$ cat config.mk
export PLATFORM = sky130hd
export DESIGN_NAME = counter_mode_sequencer
export DESIGN_NICKNAME = d
export VERILOG_FILES = /design/src/ctr_seq_pkg.sv /design/src/counter_mode_sequencer.sv /design/src/pin_sync.sv
export SDC_FILE = /design/constraint.sdc
export NUM_CORES = 1
export LEC_CHECK = 0
export ABC_AREA = 1
export BUFFER_PORTS_ARGS = -buffer_cell sky130_fd_sc_hd__clkbuf_2
export CORE_MARGIN = 2
export CORE_UTILIZATION = 54
export DETAILED_ROUTE_END_ITERATION = 7
export PLACE_DENSITY = 0.75
export SLEW_MARGIN = 5
export SYNTH_ARGS = -nofsm -noshare
export SYNTH_HDL_FRONTEND = slang
export SYNTH_SLANG_ARGS = --single-unit
$ cat constraint.sdc
create_clock -name clk_sys -period 1.3 [get_ports clk_sys]
set_input_delay 0.065 -clock clk_sys [delete_from_list [all_inputs] [get_ports clk_sys]]
set_output_delay 0.065 -clock clk_sys [all_outputs]
set_load 0.03 [all_outputs]
$ cat src/ctr_seq_pkg.sv
// Package for the counter mode sequencer: register map, field layout,
// reset values and command codes.
// Assumes a single 50 MHz clock domain and a plain register port.
package ctr_seq_pkg;

  localparam int ADDR_W = 4;
  localparam int DATA_W = 16;

  // Register word offsets on the plain register port.
  localparam logic [3:0] OFS_MODE = 4'h0;
  localparam logic [3:0] OFS_LOAD = 4'h1;
  localparam logic [3:0] OFS_HOLD = 4'h2;
  localparam logic [3:0] OFS_CMD = 4'h3;
  localparam logic [3:0] OFS_COUNT = 4'h4;
  localparam logic [3:0] OFS_STATUS = 4'h5;
  localparam logic [3:0] OFS_IRQ_STAT = 4'h6;
  localparam logic [3:0] OFS_IRQ_MASK = 4'h7;

  // Fields of the counter operating mode register.
  localparam int GATE_CTL_HI = 15;
  localparam int GATE_CTL_LO = 13;
  localparam int SPECIAL_GATE_POS = 7;
  localparam int RELOAD_SRC_POS = 6;
  localparam int REPETITION_POS = 5;
  localparam int FLIP_OUT_POS = 0;
  localparam int GATE_POL_POS = 1;
  localparam int SRC_POL_POS = 2;

  // Gate control field: zero means no gating; the level and edge codes
  // are kept as parameters of plain value.
  localparam logic [2:0] GATE_NONE = 3'h0;
  localparam logic [2:0] GATE_LEVEL = 3'h1;
  localparam logic [2:0] GATE_EDGE = 3'h2;

  // Command register bit positions.
  localparam int CMD_ARM_POS = 0;
  localparam int CMD_DISARM_POS = 1;
  localparam int CMD_LOAD_POS = 2;

  // Interrupt status bit positions.
  localparam int IRQ_TC_POS = 0;
  localparam int IRQ_DISARM_POS = 1;
  localparam int IRQ_W = 2;

  // Reset values.
  localparam logic [15:0] MODE_RST = 16'h0000;
  localparam logic [15:0] LOAD_RST = 16'h0000;
  localparam logic [15:0] HOLD_RST = 16'h0000;
  localparam logic [15:0] COUNT_RST = 16'h0000;

  typedef enum logic [1:0] {
    SEQ_IDLE = 2'b00,
    SEQ_RUN = 2'b01,
    SEQ_TERM = 2'b11,
    SEQ_WAIT = 2'b10
  } seq_state_t;

endpackage : ctr_seq_pkg

$ cat src/counter_mode_sequencer.sv
// Mode sequencer for one down counter: modes A, B, D, E, F and G.
// Assumes a host on the plain register port and asynchronous source
// and gate pins.
`timescale 1ns/1ps
module counter_mode_sequencer
  import ctr_seq_pkg::*;
(
  input wire logic clk_sys,
  input wire logic rst_b,
  input wire logic [ADDR_W-1:0] reg_addr,
  input wire logic [DATA_W-1:0] reg_wdata,
  input wire logic reg_wr,
  input wire logic reg_rd,
  output logic [DATA_W-1:0] reg_rdata,
  input wire logic source_pin,
  input wire logic gate_pin,
  output logic terminal_count,
  output logic terminal_count_flip_output,
  output logic irq
);

  ////////////////////////////////////////////////////////////////////////

  typedef struct packed {
    logic [DATA_W-1:0] mode;
    logic [DATA_W-1:0] load;
    logic [DATA_W-1:0] hold;
    logic [DATA_W-1:0] count;
    logic [DATA_W-1:0] rdata;
    logic armed;
    logic running;
    logic use_hold;
    logic in_tc;
    logic stop_pend;
    logic disarm_pend;
    logic tc_out;
    logic flip;
    logic [IRQ_W-1:0] irq_stat;
    logic [IRQ_W-1:0] irq_mask;
    logic irq;
  } core_t;

  core_t st_r;
  core_t st_nxt;

  logic src_lvl;
  logic src_edge;
  logic gate_lvl;
  logic gate_edge;

  pin_sync u_src_sync (
    .clk_sys(clk_sys),
    .rst_b(rst_b),
    .pin_async(source_pin),
    .active_high(~st_r.mode[SRC_POL_POS]),
    .level(src_lvl),
    .rise(src_edge)
  );

  pin_sync u_gate_sync (
    .clk_sys(clk_sys),
    .rst_b(rst_b),
    .pin_async(gate_pin),
    .active_high(~st_r.mode[GATE_POL_POS]),
    .level(gate_lvl),
    .rise(gate_edge)
  );

  ////////////////////////////////////////////////////////////////////////

  logic [2:0] gate_ctl;
  logic rep_bit;
  logic rel_bit;
  logic edge_mode;
  logic level_mode;
  logic qualified;
  logic at_one;
  logic [IRQ_W-1:0] irq_evt;
  logic [DATA_W-1:0] irq_view;

  // Mode decode from the gate field and the repetition and reload source bits.
  assign gate_ctl = st_r.mode[GATE_CTL_HI:GATE_CTL_LO];
  assign rep_bit = st_r.mode[REPETITION_POS];
  assign rel_bit = st_r.mode[RELOAD_SRC_POS];
  assign edge_mode = (gate_ctl == GATE_EDGE);
  assign level_mode = (gate_ctl == GATE_LEVEL);
  assign at_one = (st_r.count == 16'h0001);
  assign irq_view = {{(DATA_W-IRQ_W){1'b0}}, st_r.irq_stat};

  always_comb
  begin
    st_nxt = st_r;
    irq_evt = '0;
    qualified = 1'b0;
    // A source edge is counted when armed and running, gated as the
    // mode asks; the terminal count state counts regardless.
    if (src_edge)
    begin
      if (st_r.in_tc)
      begin
        qualified = 1'b1;
      end
      else if (st_r.armed && st_r.running)
      begin
        qualified = level_mode ? gate_lvl : 1'b1;
      end
    end
    if (qualified)
    begin
      if (st_r.in_tc)
      begin
        // Leaving terminal count: apply a pending stop or disarm now.
        st_nxt.in_tc = 1'b0;
        st_nxt.tc_out = 1'b0;
        if (st_r.disarm_pend)
        begin
          st_nxt.armed = 1'b0;
          st_nxt.running = 1'b0;
          irq_evt[IRQ_DISARM_POS] = 1'b1;
        end
        else if (st_r.stop_pend)
        begin
          st_nxt.running = 1'b0;
        end
        st_nxt.disarm_pend = 1'b0;
        st_nxt.stop_pend = 1'b0;
        st_nxt.count = st_r.count - 16'h0001;
      end
      else if (at_one)
      begin
        st_nxt.in_tc = 1'b1;
        st_nxt.tc_out = 1'b1;
        st_nxt.flip = ~st_r.flip;
        irq_evt[IRQ_TC_POS] = 1'b1;
        if (rel_bit && !st_r.use_hold)
        begin
          st_nxt.count = st_r.hold;
          st_nxt.use_hold = 1'b1;
        end
        else
        begin
          st_nxt.count = st_r.load;
          st_nxt.use_hold = 1'b0;
          if (!rep_bit)
          begin
            st_nxt.disarm_pend = 1'b1;
          end
          else if (edge_mode)
          begin
            st_nxt.stop_pend = 1'b1;
          end
        end
      end
      else
      begin
        st_nxt.count = st_r.count - 16'h0001;
      end
    end
    // Edge gating: a gate edge starts an armed, halted counter.
    if (edge_mode && st_r.armed && !st_r.running && gate_edge)
    begin
      st_nxt.running = 1'b1;
    end
    // Register writes; arm, disarm and load are one-shot commands.
    if (reg_wr)
    begin
      case (reg_addr)
        OFS_MODE: st_nxt.mode = reg_wdata;
        OFS_LOAD: st_nxt.load = reg_wdata;
        OFS_HOLD: st_nxt.hold = reg_wdata;
        OFS_CMD:
        begin
          if (reg_wdata[CMD_LOAD_POS])
          begin
            st_nxt.count = st_r.load;
          end
          if (reg_wdata[CMD_DISARM_POS])
          begin
            st_nxt.armed = 1'b0;
            st_nxt.running = 1'b0;
            st_nxt.disarm_pend = 1'b0;
            st_nxt.stop_pend = 1'b0;
          end
          if (reg_wdata[CMD_ARM_POS])
          begin
            st_nxt.armed = 1'b1;
            st_nxt.running = !edge_mode;
            st_nxt.use_hold = 1'b0;
            st_nxt.disarm_pend = 1'b0;
            st_nxt.stop_pend = 1'b0;
          end
        end
        OFS_IRQ_STAT: st_nxt.irq_stat = st_r.irq_stat
                                        & ~reg_wdata[IRQ_W-1:0];
        OFS_IRQ_MASK: st_nxt.irq_mask = reg_wdata[IRQ_W-1:0];
        default: st_nxt.mode = st_nxt.mode;
      endcase
    end
    // Hardware set wins over a simultaneous software clear.
    st_nxt.irq_stat = st_nxt.irq_stat | irq_evt;
    st_nxt.irq = |(st_nxt.irq_stat & st_nxt.irq_mask);
    st_nxt.rdata = '0;
    if (reg_rd)
    begin
      case (reg_addr)
        OFS_MODE: st_nxt.rdata = st_r.mode;
        OFS_LOAD: st_nxt.rdata = st_r.load;
        OFS_HOLD: st_nxt.rdata = st_r.hold;
        OFS_COUNT: st_nxt.rdata = st_r.count;
        OFS_STATUS: st_nxt.rdata = {11'h000, st_r.flip, st_r.in_tc,
                                    st_r.use_hold, st_r.running,
                                    st_r.armed};
        OFS_IRQ_STAT: st_nxt.rdata = irq_view;
        OFS_IRQ_MASK: st_nxt.rdata = {{(DATA_W-IRQ_W){1'b0}},
                                      st_r.irq_mask};
        default: st_nxt.rdata = '0;
      endcase
    end
  end

  always_ff @(posedge clk_sys)
  begin
    if (!rst_b)
    begin
      st_r <= '0;
      st_r.mode <= MODE_RST;
      st_r.load <= LOAD_RST;
      st_r.hold <= HOLD_RST;
      st_r.count <= COUNT_RST;
    end
    else
    begin
      st_r <= st_nxt;
    end
  end

  assign reg_rdata = st_r.rdata;
  assign terminal_count = st_r.tc_out;
  assign terminal_count_flip_output = st_r.flip;
  assign irq = st_r.irq;
endmodule : counter_mode_sequencer

$ cat src/pin_sync.sv
// Two-stage synchroniser with edge detection on the second stage.
// Assumes the input arrives from outside the clk_sys domain.
`timescale 1ns/1ps
module pin_sync
  import ctr_seq_pkg::*;
(
  input wire logic clk_sys,
  input wire logic rst_b,
  input wire logic pin_async,
  input wire logic active_high,
  output logic level,
  output logic rise
);

  typedef struct packed {
    logic s1;
    logic s2;
    logic s3;
  } sync_t;

  sync_t st_r;
  sync_t st_nxt;

  always_comb
  begin
    st_nxt.s1 = pin_async;
    st_nxt.s2 = st_r.s1;
    st_nxt.s3 = st_r.s2;
  end

  always_ff @(posedge clk_sys)
  begin
    if (!rst_b)
    begin
      st_r <= '0;
    end
    else
    begin
      st_r <= st_nxt;
    end
  end

  // Active level after polarity; rise marks an active-going transition.
  assign level = st_r.s2 ~^ active_high;
  assign rise = (st_r.s2 ~^ active_high) & ~(st_r.s3 ~^ active_high);

endmodule : pin_sync

After elaboration in Yosys (flattened, before gate mapping)
Index checks and enable logic that the tools add are counted.

Register bits after elaboration: 99. Input bits: 26. Logic and storage cells: 109.

$add $sub $neg: 1. Eq/ne operators: 10. Mux-type cells: 43. Bitwise gates (word level): 16. Reductions and logical operators: 17.

Operators by type and width (count): 2-to-1 mux 16 bit (7); case mux 16 bit (7 select lines) (1); 2-to-1 mux 2 bit (10); 2-to-1 mux 1 bit (18); equality test 16 x 1 -> 1 bit, second input constant (1); equality test 4 x 3 -> 1 bit, second input constant (4); subtractor 16 x 1 -> 16 bit, second input constant (1); AND reduction 2 bit (5); 2-to-1 mux 3 bit (3); equality test 4 x 2 -> 1 bit, second input constant (2); 2-to-1 mux 4 bit (2); 2-to-1 mux 8 bit (1); 2-to-1 mux 6 bit (1); NOT 1 bit (6); logical AND 1 bit (5); bitwise AND 2 bit (2); equality test 4 x 1 -> 1 bit, second input constant (1); zero test 4 bit (1); XNOR 1 bit (4); equality test 3 x 1 -> 1 bit, second input constant (1); equality test 3 x 2 -> 1 bit, second input constant (1); zero test 1 bit (3); AND reduction 3 bit (1); bitwise AND 1 bit (2); 4 further kinds (4).

Longest topological paths before layout
Gate-level depths: netlist of run 1.

Word-level depth: 12. Gate-level depth with buffers: 11. Depth with buffers taken out: 11.

Cells and area by module
From an unflattened synthesis of run 1, not the netlist that was laid out.

Cells, all modules: 742. Area, all modules: 5154.9 um^2.

Modules (own cells, without submodules): counter_mode_sequencer (instances 1, cells each 712, area an instance 4932.2 um^2, sequential area each 1861.8 um^2); pin_sync (instances 2, cells each 15, area an instance 111.4 um^2, sequential area each 60.1 um^2).

Worst setup path after synthesis of run 1
Ideal clock, no wire load.

Path type: reg2reg. From: register st_r[29] in the netlist's numbering. To: register st_r[10] in the netlist's numbering. Setup time: 116 ps. Arrival: 1348 ps. Data required time: 1184 ps. Slack: -164 ps. Stages on the path, launching flop included: 9. Buffers on the path: 0. Cell sequence: dfxtp_1 > ha_1 > nand2_1 > nor2_1 > nand3_2 > nor2_2 > nand2_1 > o21ai_0 > nor2_1.

Word-level cells in the longest chain between the ends: 7.

Ends and longest elaborated chain: start, declared (RTL line counter_mode_sequencer.sv:43) `core_t st_r;`; start signal, assigned (RTL line counter_mode_sequencer.sv:233) `st_r <= st_nxt;`; equality test 16 x 1 -> 1 bit * (RTL line counter_mode_sequencer.sv:87) `assign at_one = (st_r.count == 16'h0001);`; 2-to-1 mux 6 bit * (RTL line counter_mode_sequencer.sv:129) `else if (at_one)`; 2-to-1 mux 1 bit * (RTL line counter_mode_sequencer.sv:110) `if (st_r.in_tc)`; 2-to-1 mux 8 bit * (RTL line counter_mode_sequencer.sv:108) `if (qualified)`; 2-to-1 mux 3 bit (RTL line counter_mode_sequencer.sv:184) `if (reg_wdata[CMD_ARM_POS])`; 2-to-1 mux 3 bit (RTL line counter_mode_sequencer.sv:167) `case (reg_addr)`; 2-to-1 mux 3 bit * (RTL line counter_mode_sequencer.sv:165) `if (reg_wr)`.

Every way passes the cells marked *; elsewhere a longest branch is shown, timed or not. The select of a mux whose other input is x is not followed. A chain may end at the register's enable or synchronous reset.

Worst setup path after layout of run 1
From: register st_r, in the netlist gate_ctl[0]. To: register st_r, in the netlist terminal_count_flip_output.

Word-level cells in the longest chain between the ends: 6.

Ends and longest elaborated chain: equality test 3 x 1 -> 1 bit (RTL line counter_mode_sequencer.sv:86) `assign level_mode = (gate_ctl == GATE_LEVEL);`; 2-to-1 mux 1 bit (RTL line counter_mode_sequencer.sv:105) `qualified = level_mode ? gate_lvl : 1'b1;`; 2-to-1 mux 1 bit (RTL line counter_mode_sequencer.sv:103) `else if (st_r.armed && st_r.running)`; 2-to-1 mux 1 bit (RTL line counter_mode_sequencer.sv:99) `if (st_r.in_tc)`; 2-to-1 mux 1 bit (RTL line counter_mode_sequencer.sv:97) `if (src_edge)`; AND reduction 3 bit (no source line).

Every way passes these cells.

==> results of run 1 <==
## logic make-up after synthesis
group,share of synthesized area (%)
XOR/XNOR,0.848
flip-flops,38.4
AO/OA/AOI/OAI,21.1
adder cells (fa/ha/maj),0.485
AND/OR/NAND/NOR,24.4
buffers and inverters,14.8
## worst max-delay path, cell delays in order (launching register included)
cell	delay [ns]
dfxtp_2	0.35
inv_1	0.06
nor2_1	0.09
nand4_1	0.22
nand3_4	0.21
nand2_8	0.08
nand2_2	0.15
inv_1	0.08
nor2_1	0.15
nor2_1	0.07
## final timing paths
kind | cells past startpoint | end
worst max-delay path | 9 | terminal_count_flip_output
worst min-delay path | 3 | gate_ctl[0]
worst max register to register | 9 | terminal_count_flip_output
worst min register to register | 2 | u_gate_sync.st_nxt[0]
## synth_stat cells, drive strengths merged (4+ instances only)
library cell  number  area, sq um
inv              123          462
o22ai             29          181
dfxtp             99         1980
nand4             15          100
clkbuf            17         63.8
nor2              68          298
nor3               5         41.3
nand3             50          260
a211oi             6         50.1
xor2               4         35.0
buf               35          235
nand2            144          558
o21ai             89          449
a21oi             72          360
## flip-flops by register name, indices dropped and copies added (netlist names), 2 cells and up
name	cells
reg_rdata	16
st_r	67
irq_view	2
u_src_sync.st_nxt	2
u_gate_sync.st_nxt	2
gate_ctl	3
## where the power goes
| part | switching, mW | internal (mW) | leakage [nW] |
|---|---|---|---|
| Clock | 1.29 | 0.779 | 0.105 |
| Combinational | 0.405 | 0.272 | 1.89 |
| Sequential | 0.0313 | 3.08 | 0.807 |
| Total | 1.73 | 4.13 | 2.80 |
## cell usage in the layout, fill, tap and decap left out, types with 2 or more instances in the layout
cell type        n
nor2_2           7
xor2_1           4
nor2_1          50
dfxtp_2         12
clkbuf_8         9
nand2_2          9
nand2_1        130
nand3_1         47
buf_6            6
o21ai_0         83
dfxtp_1         86
inv_1          116
clkbuf_2        44
a21oi_1         68
nor3_2           3
a21oi_2          4
o22ai_1         29
inv_2            7
nand4_1         14
a211oi_1         5
buf_12          10
o21ai_1          4
nand3_4          2
inv_6            3
nor2_4          11
nand2_4          4
o21ai_4          2
dlygate4sd3_1   12
o211ai_1         2
clkinv_8         3
a41oi_1          2
buf_4           70
## timing repair
action	in CTS	in global routing
endpoints found under the hold margin	25	0
hold buffers	12	0
gates resized for setup	9	40
endpoints found under the setup margin	25	27
setup buffers	1	3
pin swaps	2	11
cloned	0	1
## per-layer routing
layer	wire length (microns)	part of all wire, %	track usage (%)
met1	6820	43	43.8
met2	7130	45	49.2
met3	1560	9.8	4.21
met4	365	2.3	11.2
met5	0	0	0
## cell type report
| cell class | count | share of cell area (%) |
|---|---|---|
| Multi-Input combinational cell | 491 | 39.5 |
| Sequential cell | 99 | 30.3 |
| Timing Repair Buffer | 143 | 17.6 |
| Inverter | 124 | 7.05 |
| Tap cell | 129 | 2.45 |
| Clock buffer | 9 | 1.88 |
| Clock inverter | 7 | 1.31 |
==> results.cfg, run 1 <==
[yosys]
ys_warn_count = 0
seq_area_frac_synth_pct = 38.4
synth.net_count = 794
synth_seq_cells = 99
synthesis.area_sq_um = 5160
synth_edf_count = 0
yosysUniqueCellTypes = 36
syn_area_per_cell_sq_um = 6.74
synthArstFlopShare_pct = 0
ys.flop_type = dfxtp_1
synthCells = 766

[placed_design]
placed_cell_area_sq_um = 6040
io_buffers = 44
gp_congestion = 1.02
place_ws_ns = -0.193
dpl.hpwl_mm = 11.4
dp_cells = 969

[floorplanning]
design.core.area_sq_um = 9240
start_util_pct = 55.9
die_w_microns = 102
die-area_sq_um = 10400
ios = 45
rows = 35
die_h_microns = 102

[timing]
rsz0062_at_grt = yes
period_needed_ns = 1.58
worst_pin_slew_ns = 0.471
hold_viol = 0
clock_skew_ns = 0.0132
setup_viol = 27
hold_ws_ns = 0.0195
finalCritPeriodShare_pct = 121
worst_slack_ns = -0.278
relSlewSlack_pct = 68.3
fmax_mhz = 634
maxSlewViolCount = 0
setup_tns_ns = -4.15

[routing]
wirelength_mm = 15.9
drc = 0
wl_per_cell_microns = 15.8
dr.pass1.iters = 5
ant_nets = 0
vias_per_cell = 5.50
routed-via-count = 5513
drtIter0Drc = 619

[run_status]
status = complete, but fails checks
violations = setup timing

[critical_path]
critPathMaxFanout = 6
cp_data_required_time_ns = 1.58
arrival_ns = 1.86
critPathKind = reg2reg
r2r_setup_slack_ns = -0.28
cp-end-kind = flip-flop
r2r-start = gate_ctl[0]
critPathLaunchType = flip-flop
startpoint = gate_ctl[0]

[finish]
final_core_utilization_pct = 71.4
drive_gt1_share_pct = 24.7
fillers = 763
area_delta_synth_final_pct = 27.8
insertedDiodeCount = 0
finalNonFillerCells = 1002
fin_nets = 896
final_area_sq_um = 6600
multi_input_area_sq_um = 2600
seqCellArea_sq_um = 2000

[grt]
grt_max_degree = 66
grt_remaining_overflow = 0
antenna_found_initial = 0
grt.total_usage_pct = 31.2
grt_pass1_vias = 5091
grt_pass1_wl_mm = 24.9

[clocking]
htreeDepth = 3
clock_latency_ns = 0.38
cts_tree = built
numCtsBuffers = 9
cts.clk_slew.worst_paths_ns = 0.11
clockBufferDepth = 2
cts.sinks = 99
cts_root_buf = clkbuf_8

[min_path]
min_from = reg_wdata[13]
hold_class = in2reg

[power]
power_mw = 5.86
vdd_ir_drop_max_mv = 0.774
power.density_nw_per_um2 = 888
p_leak_nw = 2.80

[run]
drv_cap = 0
Note: power is estimated with default switching activity, not from simulation.
==> run 2, diff against run 1 <==
--- a/config.mk
+++ b/config.mk
@@ -11,6 +11,7 @@
 export CORE_UTILIZATION = 54
 export DETAILED_ROUTE_END_ITERATION = 7
 export PLACE_DENSITY = 0.75
+export SETUP_SLACK_MARGIN = 0.2
 export SLEW_MARGIN = 5
 export SYNTH_ARGS = -nofsm -noshare
 export SYNTH_HDL_FRONTEND = slang
==> run 2 against run 1 <==
The run still ends with setup timing left. Utilization is 1.2 points higher. Flip-flop and latch count stayed put. Non-clock buffer count is 1 higher. Largest power group unchanged. Highest routed layer unchanged.
==> results.cfg, run 2 (synthesis gave the netlist of run 1 again) <==
[run_status]
status = complete, but fails checks
violations = setup timing

[finish]
area_delta_synth_final_pct = 30.0
drive_gt1_share_pct = 27.8
largest_register_ffs = 67
final_core_utilization_pct = 72.6
seqCellArea_sq_um = 2000
insertedDiodeCount = 0
fin_nets = 897
top_register = st_r
fillers = 734
multi_input_area_sq_um = 2690
layout_common_cells = nand2_1 (128), inv_1 (115), dfxtp_1 (87)
final_common_cell = nand2_1

[timing]
worst_pin_slew_ns = 0.383
finalCritPeriodShare_pct = 121
maxSlewViolCount = 0
hold_ws_ns = 0.00501
fmax_mhz = 635
period_needed_ns = 1.57
relSlewSlack_pct = 74.2
setup_viol = 26
clock_skew_ns = 0.0146
worst_slack_ns = -0.275
hold_viol = 0
rsz0062_at_grt = yes

[min_path]
min_from = reg_wdata[12]
min_to = st_r[57]
hold_class = in2reg
worstHoldPathCells = 3

[grt]
grt_max_degree = 42
antenna_found_initial = 0
grt_remaining_overflow = 0
grt.total_usage_pct = 30.8
grt_util_met3_pct = 4.62
grt_pass1_vias = 4968
use_met2_pct = 47.2
grt_pass1_wl_mm = 24.6
met1_usage_pct = 43.6
busiest_layer = met2

[floorplanning]
design.core.area_sq_um = 9240
rows = 35
die_h_microns = 102
die-area_sq_um = 10400
die_w_microns = 102
ios = 45
start_util_pct = 55.9

[critical_path]
cp-end-kind = flip-flop
r2r_setup_slack_ns = -0.27
cp_data_required_time_ns = 1.60
r2r-start = st_r[30]
cp_cell_sequence = inv_4 -> ha_4 -> nand2_4 -> nor2_4 -> buf_4 -> nand4_2 -> buf_6 -> nand3_1 -> nand3_2 -> a21oi_2
reg2reg_depth = 10
crit_slowest_cell = dfxtp_4
critPathMaxFanout = 8
arrival_ns = 1.88
critPathMaxStageDelay_ns = 0.37
critPathLaunchType = flip-flop
critPathKind = reg2reg
reg2reg_to = st_r[41]

[power]
p_leak_nw = 2.83
power.density_nw_per_um2 = 880
vdd_ir_drop_max_mv = 0.904
power_mw = 5.90

[clocking]
htreeDepth = 3
numCtsBuffers = 9
clock_latency_ns = 0.37
cts_root_buf = clkbuf_8
cts.sinks = 99
clockBufferDepth = 2
cts_tree = built
cts.clk_slew.worst_paths_ns = 0.10

[routing]
dr.pass1.iters = 6
routed-via-count = 5494
wl_per_cell_microns = 15.9
vias_per_cell = 5.48
drc = 0
ant_nets = 0
drtIter0Drc = 571
wirelength_mm = 16.0

[placed_design]
gp_congestion = 0.965
dpl.hpwl_mm = 11.4
io_buffers = 44
place_ws_ns = -0.216

[run]
drv_cap = 0
run 2: cell types whose count changed in the layout (fill, tap and decap cells not counted), sizes merged:
cell,delta
bufinv,+1
inv,-2
dlygate4sd3,-7
clkinvlp,+1
buf,+9
clkbuf,-1
run 2: layout make-up:
type	count	share of cell area, %
inverters	124	6.98
clock inverters	7	1.29
flip-flops and latches	99	29.8
multi-input cells	491	40.2
repair buffers	144	17.5
well taps	129	2.41
clock buffers	9	1.85
run 2: where the power goes:
part / switching, mW / leakage (nW) / internal, mW
clock network: 1.17 / 0.103 / 0.927
logic: 0.417 / 1.92 / 0.281
registers: 0.0304 / 0.807 / 3.08
run 2: critical path: cells and delay by family (launching register included):
| kind | cells | cell delay (ns) |
|---|---|---|
| buffers and inverters | 3 | 0.35 |
| AND/OR/NAND/NOR | 5 | 0.51 |
| adder cells (fa/ha/maj) | 1 | 0.15 |
| AO/OA/AOI/OAI | 1 | 0.14 |
| flip-flops | 1 | 0.37 |
run 2: how the worst max path moves through the flow:
| stage | from | end | slack [ns] | cells past startpoint |
|---|---|---|---|---|
| 6_report | st_r[30] | st_r[41] | -0.27 | 10 |
| 5_1_grt | st_r[30] | st_r[41] | -0.34 | 10 |
| 4_1_cts | st_r[30] | st_r[40] | -0.18 | 10 |
| 3_5_place_dp | st_r[36] | st_r[10] | -0.22 | 8 |
| 3_3_place_gp | st_r[32] | st_r[10] | -0.18 | 6 |
| 2_1_floorplan | st_r[40] | st_r[34] | -0.03 | 10 |
run 2: per-layer routing:
layer	vias up	share of wire [%]	routed length (microns)
met5	-	0	0
met4	0	2.4	384
met3	37	9.0	1440
met2	260	46	7320
met1	2508	43	6810
li1	2689	-	-
run 2: repair_timing:
action | 4_1_cts | 5_1_grt
pin swaps | 8 | 16
setup buffers | 3 | 6
hold endpoints to repair | 5 | 0
cloned | 1 | 0
gates resized for setup | 33 | 34
setup endpoints to repair | 28 | 33
hold buffers | 5 | 0
run 2: through the flow:
stage / instance area [sq um] / setup TNS (ns) / std cells
4_1_cts: 6540 / -3.13 / 997
5_1_grt: 6710 / -7.03 / 1003
3_3_place_gp: 6110 / -2.51 / 972
6_report: 6710 / -4.65 / 1003
3_5_place_dp: 6110 / -3.34 / 972
2_1_floorplan: 5250 / -0.0683 / 766
==> run 3, diff against run 2 <==
--- a/config.mk
+++ b/config.mk
@@ -6,11 +6,12 @@
 export NUM_CORES = 1
 export LEC_CHECK = 0
 export ABC_AREA = 1
-export BUFFER_PORTS_ARGS = -buffer_cell sky130_fd_sc_hd__clkbuf_2
+export BUFFER_PORTS_ARGS = -buffer_cell sky130_fd_sc_hd__buf_2
 export CORE_MARGIN = 2
 export CORE_UTILIZATION = 54
 export DETAILED_ROUTE_END_ITERATION = 7
 export PLACE_DENSITY = 0.75
+export RECOVER_POWER = 50
 export SETUP_SLACK_MARGIN = 0.2
 export SLEW_MARGIN = 5
 export SYNTH_ARGS = -nofsm -noshare
==> run 3 against run 2 <==
Global-route usage increased by 2.4 points. First-iteration DRC count increased by 5.3%. Largest power group unchanged. Critical path depth increased by 1. Cell area increased by 2.3%. Combinational power increased by 5.2%. Sequential share of layout area decreased by 0.62 points. Sequential power about the same. The run still ends with setup timing left. Fmax decreased by 0.36%.
==> results.cfg, run 3 (synthesis gave the netlist of run 1 again) <==
[finish]
final_core_utilization_pct = 74.2
insertedDiodeCount = 0
layout_common_cells = inv_1 (116), nand2_1 (116), dfxtp_1 (87)
final_area_sq_um = 6860
fin_nets = 910
drive_gt1_share_pct = 29.5
top_register = st_r
area_delta_synth_final_pct = 32.9
largest_register_ffs = 67

[critical_path]
cp-end-kind = flip-flop
critPathKind = reg2reg
reg2reg_depth = 11
critPathMaxFanout = 8
cp_data_required_time_ns = 1.61
arrival_ns = 1.89
critPathLaunchType = flip-flop

[routing]
drc = 0
wirelength_mm = 17.0
dr.pass1.iters = 5
vias_per_cell = 5.60
wl_per_cell_microns = 16.7
drtIter0Drc = 601
routed-via-count = 5687
ant_nets = 0

[timing]
worst_pin_slew_ns = 0.650
setup_viol = 30
rsz0062_at_grt = yes
worst_slack_ns = -0.280
fmax_mhz = 633
hold_viol = 0
maxSlewViolCount = 0
clock_skew_ns = 0.0117
period_needed_ns = 1.58
finalCritPeriodShare_pct = 122
setup_tns_ns = -5.15
hold_ws_ns = 0.0145
relSlewSlack_pct = 56.7

[floorplanning]
ios = 45
start_util_pct = 55.9
rows = 35
die-area_sq_um = 10400
die_w_microns = 102
die_h_microns = 102
design.core.area_sq_um = 9240

[grt]
grt_pass1_wl_mm = 26.7
grt_remaining_overflow = 0
grt.total_usage_pct = 33.2
grt_pass1_vias = 5400
grt_max_degree = 42
antenna_found_initial = 0

[clocking]
clockBufferDepth = 2
cts_tree = built
cts.sinks = 99
cts.clk_slew.worst_paths_ns = 0.11
cts_root_buf = clkbuf_8
htreeDepth = 3
numCtsBuffers = 9
clock_latency_ns = 0.38

[placed_design]
dpl.hpwl_mm = 11.6
placed_cell_area_sq_um = 6120
gp_congestion = 0.934
io_buffers = 44

[run_status]
violations = setup timing
status = complete, but fails checks

[min_path]
hold_class = in2reg
worstHoldPathCells = 3

[power]
vdd_ir_drop_max_mv = 0.780
power.density_nw_per_um2 = 849
power_mw = 5.83
p_leak_nw = 2.85

[run]
drv_cap = 0
run 3: cell count changes in the layout (fill, tap and decap cells not counted), moves of 5 or more:
cell | previous run | this run
clkbuf_2 | 43 | 2
buf_2 | 0 | 41
nand2_2 | 11 | 22
dlygate4sd3_1 | 5 | 14
nand2_1 | 128 | 116
nor2_1 | 51 | 46
buf_6 | 8 | 14
run 3: what timing repair did:
action / 4_1_cts / 5_1_grt
pin swaps: 15 / 24
hold buffers: 14 / 0
endpoints found under the hold margin: 20 / 0
setup buffers: 7 / 3
gates resized for setup: 48 / 53
setup endpoints to repair: 31 / 32
run 3: power by group:
part	internal (mW)	switching, mW
registers	3.08	0.0326
logic	0.296	0.438
clock network	0.749	1.23
total	4.12	1.71
run 3: metal layers:
metal	global-route usage [%]	share of wire (%)	wire, microns
met2	54.8	47	8010
met3	4.97	9.0	1520
met5	0	0	0
met1	45.2	41	6950
met4	9.77	3.0	507
run 3: critical path: stages (launching register included):
cell,delay [ns]
dfxtp_2,0.35
inv_2,0.07
ha_4,0.16
nand2_4,0.06
nor2_4,0.13
nand3_4,0.10
nor2_4,0.17
buf_12,0.16
nand2_4,0.05
nand2_2,0.08
nand2_2,0.06
a21oi_2,0.12
run 3: through the flow:
stage          instances  setup WS [ns]
2_1_floorplan        766        -0.0260
3_3_place_gp         976         -0.166
3_5_place_dp         976         -0.211
4_1_cts             1013         -0.165
5_1_grt             1016         -0.338
6_report            1016         -0.280
run 3: final cells by class:
type	instances	area, sq um
Sequential cell	99	2000
Clock buffer	9	124
Fill cell	677	2380
Timing Repair Buffer	157	1250
Inverter	124	465
Clock inverter	7	71.3
Multi-Input combinational cell	491	2780
Tap cell	129	161
run 3: path summary, 6_finish.rpt:
kind                        startpoint                   end  slack, ns
hold reg to reg   u_src_sync.st_nxt[1]  u_src_sync.st_nxt[0]       0.43
hold / removal           reg_wdata[14]              st_r[59]       0.01
setup reg to reg              st_r[30]              st_r[33]      -0.28
setup / recovery              st_r[30]              st_r[33]      -0.28
